**config.mk**
```make
export PLATFORM = sky130hd
export DESIGN_NAME = cctc_top
export DESIGN_NICKNAME = d
export VERILOG_FILES = /design/src/include/cctc_pkg.sv /design/src/include/cctc_tick_if.sv /design/src/verilog/cctc_timebase.sv /design/src/verilog/cctc_top.sv
export VERILOG_INCLUDE_DIRS = /design/src /design/src/include
export SDC_FILE = /design/constraint.sdc
export NUM_CORES = 1
export LEC_CHECK = 0
export BUFFER_PORTS_ARGS = -buffer_cell sky130_fd_sc_hd__buf_2
export CAP_MARGIN = 10
export CORE_ASPECT_RATIO = 0.6
export CORE_MARGIN = 2
export CORE_UTILIZATION = 45
export DETAILED_ROUTE_END_ITERATION = 16
export PLACE_DENSITY_LB_ADDON = 0.2
export SYNTH_ARGS = -nofsm -noshare
export SYNTH_HDL_FRONTEND = slang
export SYNTH_SLANG_ARGS = --single-unit
export TNS_END_PERCENT = 20
```
**constraint.sdc**
```tcl
create_clock -name clock -period 3.5 [get_ports clock]
set_input_delay 0 -clock clock [delete_from_list [all_inputs] [get_ports clock]]
set_output_delay 0 -clock clock [all_outputs]
set_load 0.02 [all_outputs]
```
**src/include/cctc_map.svh**
```systemverilog
// Timing counts, temperature limits and reset values of the compressor cycle timer.
`ifndef CCTC_MAP_SVH
`define CCTC_MAP_SVH

// ****************************************************************
// Clock and timebase
// ****************************************************************
`define CCTC_CLK_HZ          32'h0098_9680
`define CCTC_TICK_S          32'h0000_0001
`define CCTC_TICK_CYCLES     (`CCTC_CLK_HZ * `CCTC_TICK_S)
`define CCTC_TB_W            24

// ****************************************************************
// Compressor delays, printed unit then seconds
// ****************************************************************
`define CCTC_SEC_W           10
`define CCTC_SEC_MAX         10'h3FF
`define CCTC_MIN_RUN_S_FIG   60
`define CCTC_MIN_RUN_S       10'(`CCTC_MIN_RUN_S_FIG)
`define CCTC_COOL_WAIT_MIN   3
`define CCTC_COOL_WAIT_S     10'(`CCTC_COOL_WAIT_MIN * 60)
`define CCTC_DRY_MAX_ON_MIN  10
`define CCTC_DRY_MAX_ON_S    10'(`CCTC_DRY_MAX_ON_MIN * 60)
`define CCTC_DRY_WAIT_MIN    6
`define CCTC_DRY_WAIT_S      10'(`CCTC_DRY_WAIT_MIN * 60)

// ****************************************************************
// Temperatures in whole degrees Celsius
// ****************************************************************
`define CCTC_TEMP_W          8
`define CCTC_SP_MIN          8'h10
`define CCTC_SP_MAX          8'h1E
`define CCTC_SP_RESET        8'h19
`define CCTC_COOL_ON_DELTA   8'h01

`endif

```
**src/include/cctc_pkg.sv**
```systemverilog
// Types shared by the compressor cycle timer modules.
package cctc_pkg;

  typedef enum logic [5:0] {
    CCTC_IDLE     = 6'b00_0001,
    CCTC_COOL_OFF = 6'b00_0010,
    CCTC_COOL_ON  = 6'b00_0100,
    CCTC_DRY_WAIT = 6'b00_1000,
    CCTC_DRY_ON   = 6'b01_0000,
    CCTC_DRY_OFF  = 6'b10_0000
  } cctc_state_t;

  typedef logic [7:0] cctc_temp_t;
  typedef logic [9:0] cctc_secs_t;

endpackage

```
**src/include/cctc_tick_if.sv**
```systemverilog
// Carrier of the one-second enable between the timebase and the controller.
interface cctc_tick_if;
  logic tick;
  modport src (output tick);
  modport snk (input tick);
endinterface

```
**src/verilog/cctc_timebase.sv**
```systemverilog
// Free-running divider that makes a one-cycle enable once a second.
`include "cctc_map.svh"
module cctc_timebase #(
  parameter int TICK_CYCLES = `CCTC_TICK_CYCLES
) (
  // Clock and reset
  input  wire logic clock,
  input  wire logic rst_n,
  // Enable out
  cctc_tick_if.src  tb
);
  import cctc_pkg::*;

  logic [`CCTC_TB_W-1:0] count;

  always_ff @(posedge clock or negedge rst_n) begin
    if (!rst_n) begin
      count   <= '0;
      tb.tick <= 1'b0;
    end else if (count == `CCTC_TB_W'(TICK_CYCLES - 1)) begin
      count   <= '0;
      tb.tick <= 1'b1;
    end else begin
      count   <= count + `CCTC_TB_W'(1);
      tb.tick <= 1'b0;
    end
  end
endmodule

```
**src/verilog/cctc_top.sv**
```systemverilog
// Compressor cycle timer for cooling and dehumidify operation of an indoor controller.
`include "cctc_map.svh"
module cctc_top #(
  parameter int TICK_CYCLES = `CCTC_TICK_CYCLES
) (
  // Clock and reset
  input  wire logic              clock,
  input  wire logic              rst_n,
  // Remote control settings, asynchronous
  input  wire logic              run_req,
  input  wire logic              dry_req,
  input  wire cctc_pkg::cctc_temp_t setpoint_req,
  // Intake air sensor, asynchronous
  input  wire cctc_pkg::cctc_temp_t intake_temp,
  // Drives and status
  output logic                   comp_on,
  output logic                   odfan_on,
  output logic                   cool_active,
  output logic                   dry_active,
  output cctc_pkg::cctc_temp_t   setpoint
);
  import cctc_pkg::*;

  // ****************************************************************
  // Input synchronisers
  // ****************************************************************
  // The sensor and remote words change slowly; a torn word lasts one
  // cycle and is harmless against delays of minutes.
  logic       run_m, run_s, dry_m, dry_s, dry_prev;
  cctc_temp_t sp_m, sp_s, temp_m, temp_s;

  always_ff @(posedge clock or negedge rst_n) begin
    if (!rst_n) begin
      run_m  <= 1'b0;
      run_s  <= 1'b0;
      dry_m  <= 1'b0;
      dry_s  <= 1'b0;
      sp_m   <= `CCTC_SP_RESET;
      sp_s   <= `CCTC_SP_RESET;
      temp_m <= 8'h00;
      temp_s <= 8'h00;
    end else begin
      run_m  <= run_req;
      run_s  <= run_m;
      dry_m  <= dry_req;
      dry_s  <= dry_m;
      sp_m   <= setpoint_req;
      sp_s   <= sp_m;
      temp_m <= intake_temp;
      temp_s <= temp_m;
    end
  end

  // ****************************************************************
  // Setpoint
  // ****************************************************************
  function automatic logic sp_valid(input cctc_temp_t t);
    return (t >= `CCTC_SP_MIN) && (t <= `CCTC_SP_MAX);
  endfunction

  always_ff @(posedge clock or negedge rst_n) begin
    if (!rst_n) begin
      setpoint <= `CCTC_SP_RESET;
    end else if (sp_valid(sp_s)) begin
      setpoint <= sp_s;
    end
  end

  // ****************************************************************
  // Timebase and event timer
  // ****************************************************************
  cctc_tick_if tick_bus ();

  cctc_timebase #(
    .TICK_CYCLES (TICK_CYCLES)
  ) u_timebase (
    .clock (clock),
    .rst_n (rst_n),
    .tb    (tick_bus)
  );

  cctc_state_t state, next_state;
  logic        next_comp;
  logic        dry_first;
  logic        dry_to_cool;
  cctc_secs_t  secs;

  // Seconds since the last compressor start or stop, saturating.
  always_ff @(posedge clock or negedge rst_n) begin
    if (!rst_n) begin
      secs <= '0;
    end else if (next_comp != comp_on) begin
      secs <= '0;
    end else if (tick_bus.tick && secs != `CCTC_SEC_MAX) begin
      secs <= secs + 10'h001;
    end
  end

  // ****************************************************************
  // Compressor state machine
  // ****************************************************************
  logic want_dry, warm, reached, cold, hot, run_done;

  always_comb begin
    want_dry = dry_s && !dry_to_cool;
    warm     = temp_s > setpoint;
    reached  = temp_s >= setpoint;
    cold     = temp_s < setpoint;
    hot      = temp_s > (setpoint + `CCTC_COOL_ON_DELTA);
    run_done = secs >= `CCTC_MIN_RUN_S;
  end

  always_comb begin
    next_state = state;
    unique case (state)
      CCTC_IDLE: begin
        if (run_s) begin
          next_state = dry_s ? CCTC_DRY_WAIT : CCTC_COOL_OFF;
        end
      end
      CCTC_COOL_OFF: begin
        if (want_dry) begin
          next_state = CCTC_DRY_WAIT;
        end else if (warm && secs >= `CCTC_COOL_WAIT_S) begin
          next_state = CCTC_COOL_ON;
        end
      end
      CCTC_COOL_ON: begin
        if (run_done && (cold || want_dry)) begin
          next_state = want_dry ? CCTC_DRY_WAIT : CCTC_COOL_OFF;
        end
      end
      CCTC_DRY_WAIT: begin
        if (!want_dry) begin
          next_state = CCTC_COOL_OFF;
        end else if (reached && secs >= `CCTC_COOL_WAIT_S) begin
          next_state = CCTC_DRY_ON;
        end
      end
      CCTC_DRY_ON: begin
        if (!want_dry) begin
          next_state = CCTC_COOL_ON;
        end else if (dry_first && secs >= `CCTC_DRY_MAX_ON_S) begin
          next_state = CCTC_DRY_OFF;
        end else if (run_done && cold) begin
          next_state = CCTC_DRY_OFF;
        end
      end
      CCTC_DRY_OFF: begin
        if (!dry_s) begin
          next_state = CCTC_COOL_OFF;
        end else if (secs >= `CCTC_DRY_WAIT_S) begin
          if (reached) begin
            next_state = CCTC_DRY_ON;
          end
        end else if (secs >= `CCTC_COOL_WAIT_S && hot) begin
          next_state = CCTC_COOL_OFF;
        end
      end
      default: next_state = CCTC_IDLE;
    endcase
    // Switching the unit off stops the compressor at once.
    if (!run_s) begin
      next_state = CCTC_IDLE;
    end
    next_comp = (next_state == CCTC_COOL_ON) || (next_state == CCTC_DRY_ON);
  end

  always_ff @(posedge clock or negedge rst_n) begin
    if (!rst_n) begin
      state <= CCTC_IDLE;
    end else begin
      state <= next_state;
    end
  end

  // The first compressor run of a dehumidify session is time bounded.
  always_ff @(posedge clock or negedge rst_n) begin
    if (!rst_n) begin
      dry_first <= 1'b1;
    end else if (state == CCTC_DRY_ON && next_state == CCTC_DRY_OFF) begin
      dry_first <= 1'b0;
    end else if (!run_s || !dry_s) begin
      dry_first <= 1'b1;
    end
  end

  // A fallback to cooling holds until the user touches mode or power.
  always_ff @(posedge clock or negedge rst_n) begin
    if (!rst_n) begin
      dry_prev    <= 1'b0;
      dry_to_cool <= 1'b0;
    end else begin
      dry_prev <= dry_s;
      if (state == CCTC_DRY_OFF && next_state == CCTC_COOL_OFF && dry_s) begin
        dry_to_cool <= 1'b1;
      end else if (!run_s || (dry_s != dry_prev)) begin
        dry_to_cool <= 1'b0;
      end
    end
  end

  // ****************************************************************
  // Outputs
  // ****************************************************************
  always_ff @(posedge clock or negedge rst_n) begin
    if (!rst_n) begin
      comp_on     <= 1'b0;
      odfan_on    <= 1'b0;
      cool_active <= 1'b0;
      dry_active  <= 1'b0;
    end else begin
      comp_on     <= next_comp;
      odfan_on    <= next_comp;
      cool_active <= (next_state == CCTC_COOL_ON) || (next_state == CCTC_COOL_OFF);
      dry_active  <= (next_state == CCTC_DRY_ON) || (next_state == CCTC_DRY_OFF) ||
                     (next_state == CCTC_DRY_WAIT);
    end
  end

  // ****************************************************************
  // Assertions
  // ****************************************************************
  a_sp_range: assert property (@(posedge clock) disable iff (!rst_n)
    (setpoint >= `CCTC_SP_MIN) && (setpoint <= `CCTC_SP_MAX))
    else $error("Setpoint left the accepted range.");

  a_sp_reject: assert property (@(posedge clock) disable iff (!rst_n)
    !sp_valid(sp_s) |=> $stable(setpoint))
    else $error("Out of range setpoint was taken.");

  a_cool_start: assert property (@(posedge clock) disable iff (!rst_n)
    $rose(comp_on) && $past(state) == CCTC_COOL_OFF |-> $past(temp_s) > $past(setpoint))
    else $error("Cooling started while room was not warm.");

  a_cool_restart: assert property (@(posedge clock) disable iff (!rst_n)
    $rose(comp_on) && state == CCTC_COOL_ON |-> $past(secs) >= `CCTC_COOL_WAIT_S)
    else $error("Cooling restarted before three minutes.");

  a_min_run: assert property (@(posedge clock) disable iff (!rst_n)
    $fell(comp_on) && $past(run_s) |-> $past(secs) >= `CCTC_MIN_RUN_S)
    else $error("Compressor stopped before sixty seconds.");

  a_dry_start: assert property (@(posedge clock) disable iff (!rst_n)
    $rose(comp_on) && $past(state) == CCTC_DRY_WAIT |-> $past(temp_s) >= $past(setpoint))
    else $error("Dehumidify started below setpoint.");

  a_dry_max_on: assert property (@(posedge clock) disable iff (!rst_n)
    state == CCTC_DRY_ON && dry_first |-> secs <= `CCTC_DRY_MAX_ON_S)
    else $error("First dehumidify run exceeded ten minutes.");

  a_dry_to_cool: assert property (@(posedge clock) disable iff (!rst_n)
    $past(state) == CCTC_DRY_OFF && state == CCTC_COOL_OFF && $past(dry_s)
    |-> $past(secs) >= `CCTC_COOL_WAIT_S && $past(hot))
    else $error("Dehumidify fell back to cooling too early.");

  a_dry_restart: assert property (@(posedge clock) disable iff (!rst_n)
    $rose(comp_on) && $past(state) == CCTC_DRY_OFF |-> $past(secs) >= `CCTC_DRY_WAIT_S)
    else $error("Dehumidify restarted before six minutes.");

  a_fan_follow: assert property (@(posedge clock) disable iff (!rst_n)
    odfan_on == comp_on)
    else $error("Outdoor fan differs from compressor.");

  a_timer_reset: assert property (@(posedge clock) disable iff (!rst_n)
    $changed(comp_on) |-> secs == 10'h000 ##1 secs <= 10'h001)
    else $error("Timer not restarted on compressor event.");
endmodule

```
==> results of run 1 <==
==> layer usage <==
metal,vias up,wire length [µm]
met4,0,114
met5,-,0
met3,9,391
met2,65,3270
li1,1491,-
met1,1403,4710
==> final cells by class <==
cell class | count | area [µm²]
Inverter | 16 | 60.1
Tap cell | 130 | 163
Clock buffer | 9 | 225
Multi-Input combinational cell | 272 | 1880
Clock inverter | 7 | 91.3
Fill cell | 808 | 4150
Sequential cell | 91 | 2290
Timing Repair Buffer | 53 | 370
==> stage by stage <==
step           hold slack [ns]  worst slack [ns]  instance area, µm²   util
2_1_floorplan           -0.296             0.698                4290      -
3_3_place_gp             0.105             0.653                4570  0.495
3_5_place_dp             0.107             0.573                4570  0.495
4_1_cts                  0.266             0.541                5080  0.550
5_1_grt                  0.283             0.373                5080  0.550
6_report                 0.285             0.538                5080  0.550
==> cell families (layout without fill, tap and decap cells) <==
logic type	after synthesis	after routing	share of synthesized area
XOR/XNOR	38	38	0.0777
flip-flops	91	91	0.535
AND/OR/NAND/NOR	150	150	0.188
adder cells (fa/ha/maj)	20	20	0.0584
multiplexers	6	6	0.0140
AO/OA/AOI/OAI	58	58	0.0984
buffers and inverters	28	85	0.0292
==> cell usage after synthesis (2+ instances only) <==
master     number
a211oi_1        2
a21o_1          4
a21oi_1        14
a31oi_1         2
a32oi_1         3
and2_1          2
and3_1         11
and4_1          4
and4b_1         2
buf_6           2
clkbuf_1        7
dfrtp_1        80
dfstp_2        11
ha_1           20
inv_1          16
mux2i_1         6
nand2_1        29
nand2b_1        3
nand3_1        15
nand4_1        10
nand4b_1        2
nor2_1         35
nor2b_1         6
nor3_1         11
nor4_1          7
o2111ai_1       2
o21a_1          3
o21ai_0        10
o21ai_1         2
or3_1           3
xnor2_1        24
xor2_1         14
==> worst max path at each step <==
stage / endpoint / slack (ns) / depth (start not counted)
after floorplan: state[1] / 0.70 / 11
after global placement: state[1] / 0.65 / 11
after detailed placement: state[1] / 0.57 / 11
after CTS: state[1] / 0.54 / 11
after global routing: state[1] / 0.37 / 12
final: state[1] / 0.54 / 11
==> worst max-delay path, stage by stage, from the launching register on <==
cell and delay, ns:
dfstp_2 0.54, inv_1 0.09, nor4_1 0.37, nand4_1 0.15, xnor2_1 0.15, ha_1 0.29, nand4_1 0.12, o221ai_1 0.20
or3b_2 0.49, o22ai_1 0.15, o2bb2ai_1 0.17, nor2b_1 0.16
==> state kept, by name, summed over array words and instances (netlist names), 6 cells and up <==
name	flops
sp_m	8
u_timebase.count	24
sp_s	8
temp_m	8
temp_s	8
setpoint	8
state	6
secs	10
==> power by group through the flow <==
stage / logic, W / clock network, W / registers (W)
floorplan: 0.000232 / 0 / 0.00118
global placement: 0.000332 / 0 / 0.00118
detailed placement: 0.000336 / 0 / 0.00119
CTS: 0.000355 / 0.00101 / 0.00117
global route: 0.000397 / 0.00105 / 0.00117
finish: 0.000354 / 0.000980 / 0.00117
==> out/qor.csv, run 1 <==
metric,value,unit
Area Growth Syn to Fin,18.5,%
antenna violations before repair,0,
grt met3 use,0.0449,
Register-to-Register Setup Slack,0.54,ns
"Net Count, Synth",431,
TritonCTS buffer count,9,
die width,130,µm
first-pass GRT wire length,14200,µm
Overflow after GRT,0,
R2R cell count,11,
dpl cells,543,
syn avg cell area,11.0,µm²
Non-Filler Instances,578,
Crit. Startpoint,setpoint[3],
starting density of the core,0.465,
part of the Yosys area used for sequential elements,0.535,
post-synth top area share,0.467,
Placer Congestion,0.929,
Worst Hold Depth,2,
post-cts resize count,0,
Fin. Hold Viols,0,
fin. max-slew vios,0,
Flop pwr share,0.466,
Switch Pwr,0.000720,W
Tcrit/Tclk final,0.846,
Worst Max-Slew Pin Slew,0.881,ns
layout cells sized above 1,0.170,
critical setup path kind,flop to flop,
most frequent cells in the layout,"80 x dfrtp_1, 35 x nor2_1, 30 x buf_2, 29 x nand2_1, 24 x xnor2_1",
via/cell ratio,5.13,
DRC,0,
number of global-route vias before repair,2862,
port bufs,31,
clk sinks,91,
Die ar.,10300,µm²
H-tree levels,3,
slew margin rel.,0.413,
Pre-Repair DR Iteration Count,5,
final antenna-violating net count,0,
min-delay src,setpoint_req[5],
total routed wirelength,8490,µm
worst r2r dst,state[1],
worst hold path type,input port to flop,
pwr dens,493,nW/µm²
Peak Freq,0.338,GHz
internal power,0.00178,W
post-synth top area cell,dfrtp_1,
clock group share of total power,0.392,
gr busiest metal,met1,
IO Pins,32,
asr flop ratio synth,1.00,
TritonCTS clock tree,yes,
required time worst endpoint,3.78,ns
Yosys cell types,61,
routed via count,2968,
CP Launch Type,flop,
cell area after synthesis,4290,µm²
CTS Buffer Depth,2,
Fin Clk Skew,0.0123,ns
"Endpoint, Worst Hold",sp_m[5],
RSZ-0062 raised after global routing,no,
Final Power,0.00250,W
largest cells by area after synthesis,"dfrtp_1 47%, dfstp_2 6.7%, ha_1 5.8%",
fin nets,483,
largest net degree at the start of global routing,74,
Root Driver,clkbuf_16,
Yosys reg bits,91,
Worst-Skew Late Latency,0.35,ns
core area,9220,µm²
cell count after synthesis,391,
# diodes,0,
Post-synth EDFFs,0,
hpwl dp,6030,µm
Die H,79.6,µm
Yosys Warn Count,0,
"CTS clk-pin slew, worst paths",0.07,ns
initial detailed-routing violation count,183,
Std-Cell Rows,27,
R2R Path Start,setpoint[3],
Post-CTS Setup Bufs,0,
CP arrival,3.24,ns
Sw Ratio,0.288,
maximum vdd drop,0.248,mV
number of setup violations in the final report,0,
Comb pwr share,0.141,
# hold bufs at CTS,19,
post-DR wirelength/cell,14.7,µm
M2 GR Usage,0.234,
GR Util met1,0.288,
setup TNS,0,ns
Worst setup EP type,flop,
crit path max fanout,4,
GRT Total Usage,0.182,
"commonest non-fill, non-tap cell in the layout",dfrtp_1,
Synth Flop Type,dfrtp_1,
max_cap viols,0,
leak pwr,2.34,nW
minimum clock period,2.96,ns
outcome,"finished, final reports clean",
Power figures use the tool's default switching activity.
==> run 2, diff against run 1 <==
- ABC_AREA: not set -> 1
- clock period: 3.5 -> 2.55 ns (I/O delays scaled with it)
==> run 2 against run 1 <==
Utilization is 0.70 points higher. The flow now finishes with violations (setup timing). Largest power group unchanged. Combinational power rose by 7.9%. Area after synthesis increased by 5.3%. Critical path depth grew 8. Worst setup slack got worse by 0.61 ns.
==> out/qor.csv, run 2 <==
metric,value,unit
minimum clock period,2.62,ns
most frequent cells in the layout,"89 x nand2_1, 80 x dfrtp_1, 68 x inv_1, 49 x nor2_1, 30 x buf_2",
asr flop ratio synth,1.00,
largest cells by area after synthesis,"dfrtp_1 44%, nand2_1 7.6%, dfstp_2 6.4%",
Synth Flop Type,dfrtp_1,
maximum vdd drop,0.336,mV
Worst Max-Slew Pin Slew,0.577,ns
fin. max-slew vios,0,
die width,133,µm
via/cell ratio,4.88,
Die ar.,10900,µm²
"Net Count, Synth",541,
"delay-heaviest family, CP",simple AND/OR/NAND/NOR gates,
initial detailed-routing violation count,314,
top flop regs,"u_timebase.count (24), secs (10)",
register area,2290,µm²
GRT Total Usage,0.184,
cell count after synthesis,501,
part of the Yosys area used for sequential elements,0.508,
Worst path slowest cell,dfstp_2,
Worst-Skew Late Latency,0.35,ns
H-tree levels,3,
Area Growth Syn to Fin,21.2,%
layout cells sized above 1,0.217,
"commonest non-fill, non-tap cell in the layout",nand2_1,
Crit. Startpoint,setpoint[0],
final antenna-violating net count,0,
Pre-Repair DR Iteration Count,5,
IO Pins,32,
slew margin rel.,0.614,
required time worst endpoint,2.78,ns
cell mode on critical path,nand2_2,
Tcrit/Tclk final,1.03,
Overflow after GRT,0,
TritonCTS clock tree,yes,
synth cell count leaders,"91 x nand2_1, 80 x dfrtp_1, 69 x inv_1",
crit path max fanout,5,
"slowest stage delay, CP",0.56,ns
CP arrival,2.85,ns
Std-Cell Rows,28,
"Critical Path, Cell by Cell",inv_2 > nor3_4 > nand3_2 > buf_4 > xor2_1 > ha_1 > nand2_1 > nor2_4 > nand2_2 > nand2_2 > nor2_2 > nand2_2 > nand4_1 > nand3_1 > nand2_2 > nand2_2 > nand2_4 > nand2_4 > nor2_2,
number of setup violations in the final report,10,
Biggest register,u_timebase.count,
Fin. Hold Viols,0,
hold slack,0.219,ns
CTS Buffer Depth,2,
worst hold path type,input port to async pin,
Worst setup EP type,flop,
total routed wirelength,9320,µm
post-synth top area cell,dfrtp_1,
Placer Congestion,0.876,
R2R Path Start,setpoint[0],
fin nets,611,
Root Driver,clkbuf_16,
clk sinks,91,
Peak Freq,0.382,GHz
Largest register FFs,24,
largest net degree at the start of global routing,92,
routed via count,3468,
Fin Clk Skew,0.00678,ns
cell area after synthesis,4510,µm²
core area,9810,µm²
starting density of the core,0.460,
Register-to-Register Setup Slack,-0.07,ns
violated checks,setup timing,
post-DR wirelength/cell,13.1,µm
post-synth top area share,0.444,
CP Buf/Inv Count,2,
worst setup margin,-0.0698,ns
pwr dens,600,nW/µm²
Final Util,0.557,
critical setup path kind,flop to flop,
Post-synth EDFFs,0,
syn avg cell area,9.00,µm²
# fillers,865,
# diodes,0,
outcome,finished with violations,
antenna violations before repair,0,
Yosys reg bits,91,
first-pass GRT wire length,15400,µm
DRC,0,
Die H,81.6,µm
hpwl dp,6730,µm
Yosys cell types,39,
CP Launch Type,flop,
max_cap viols,0,
RSZ-0062 raised after global routing,yes,
leak pwr,2.65,nW
most frequent cell after synthesis,nand2_1,
TritonCTS buffer count,9,
multi-input logic area,1970,µm²
"CTS clk-pin slew, worst paths",0.07,ns
Yosys Warn Count,0,
number of global-route vias before repair,3253,
port bufs,31,
-- run 2: changes by cell type after synthesis, moves of 9 or more --
cell and change:
inv_1 +53, inv_2 +9, nand2_1 +62, nand4_1 +9
xnor2_1 -22, nor2_2 +16, nand3_1 +12, and3_1 -11
xor2_1 +10, nor2_1 +15
-- run 2: worst paths after layout --
path / endpoint / cells after the start
min reg2reg: temp_s[5] / 0
max in group asynchronous: state[0] / 3
max reg2reg: secs[6] / 19
min in group clock: sp_m[7] / 2
min: sp_m[1] / 3
max: secs[6] / 19
-- run 2: worst reg2reg max path, stage by stage (launching register included) --
cell     delay (ns)
dfstp_2        0.56
inv_2          0.05
nor3_4         0.13
nand3_2        0.10
buf_4          0.15
xor2_1         0.14
ha_1           0.29
nand2_1        0.09
nor2_4         0.10
nand2_2        0.05
nand2_2        0.06
nor2_2         0.04
nand2_2        0.08
nand4_1        0.10
nand3_1        0.11
nand2_2        0.09
nand2_2        0.11
nand2_4        0.09
nand2_4        0.13
nor2_2         0.04
-- run 2: routing by layer --
metal,GRT usage,part of all wire
met1,0.270,0.53
met2,0.266,0.40
met3,0.0525,0.054
met4,0.0553,0.0090
met5,0,0
-- run 2: timing repair --
| action | 4_1_cts | 5_1_grt |
|---|---|---|
| setup buffers | 1 | 2 |
| hold buffers | 19 | 0 |
| hold endpoints to repair | 98 | 0 |
| pin swaps | 0 | 2 |
| gates cloned | 0 | 1 |
| resized for setup | 2 | 10 |
| endpoints found under the setup margin | 12 | 15 |
-- run 2: cells by family after synthesis --
logic type / count (synthesis) / synth area share
AND/OR/NAND/NOR: 242 / 0.264
flip-flops: 91 / 0.508
XOR/XNOR: 26 / 0.0505
adder cells (fa/ha/maj): 20 / 0.0555
buffers and inverters: 81 / 0.0699
AO/OA/AOI/OAI: 41 / 0.0524
-- run 2: final cells by class --
type | count | area share
Timing Repair Buffer | 61 | 0.0810
Tap cell | 135 | 0.0309
Sequential cell | 91 | 0.419
Clock inverter | 6 | 0.0133
Clock buffer | 10 | 0.0419
Inverter | 78 | 0.0535
Multi-Input combinational cell | 330 | 0.360
-- run 2: stage by stage --
stage	cells	TNS (ns)	instance area [µm²]	total power [W]	worst slack, ns
finish	711	-0.505	5470	0.00328	-0.0698
global route	711	-2.45	5470	0.00345	-0.221
CTS	708	-0.525	5400	0.00331	-0.0606
detailed placement	672	-1.05	4890	0.00192	-0.109
global placement	672	-0.388	4890	0.00191	-0.0420
floorplan	501	0	4520	0.00176	0.00823
-- run 2: where the power goes --
part	leakage, nW	internal, W	switching (W)	total [W]
logic	1.36	0.000156	0.000226	0.000382
clock network	0.149	0.000772	0.000583	0.00136
registers	1.14	0.00151	0.0000337	0.00154
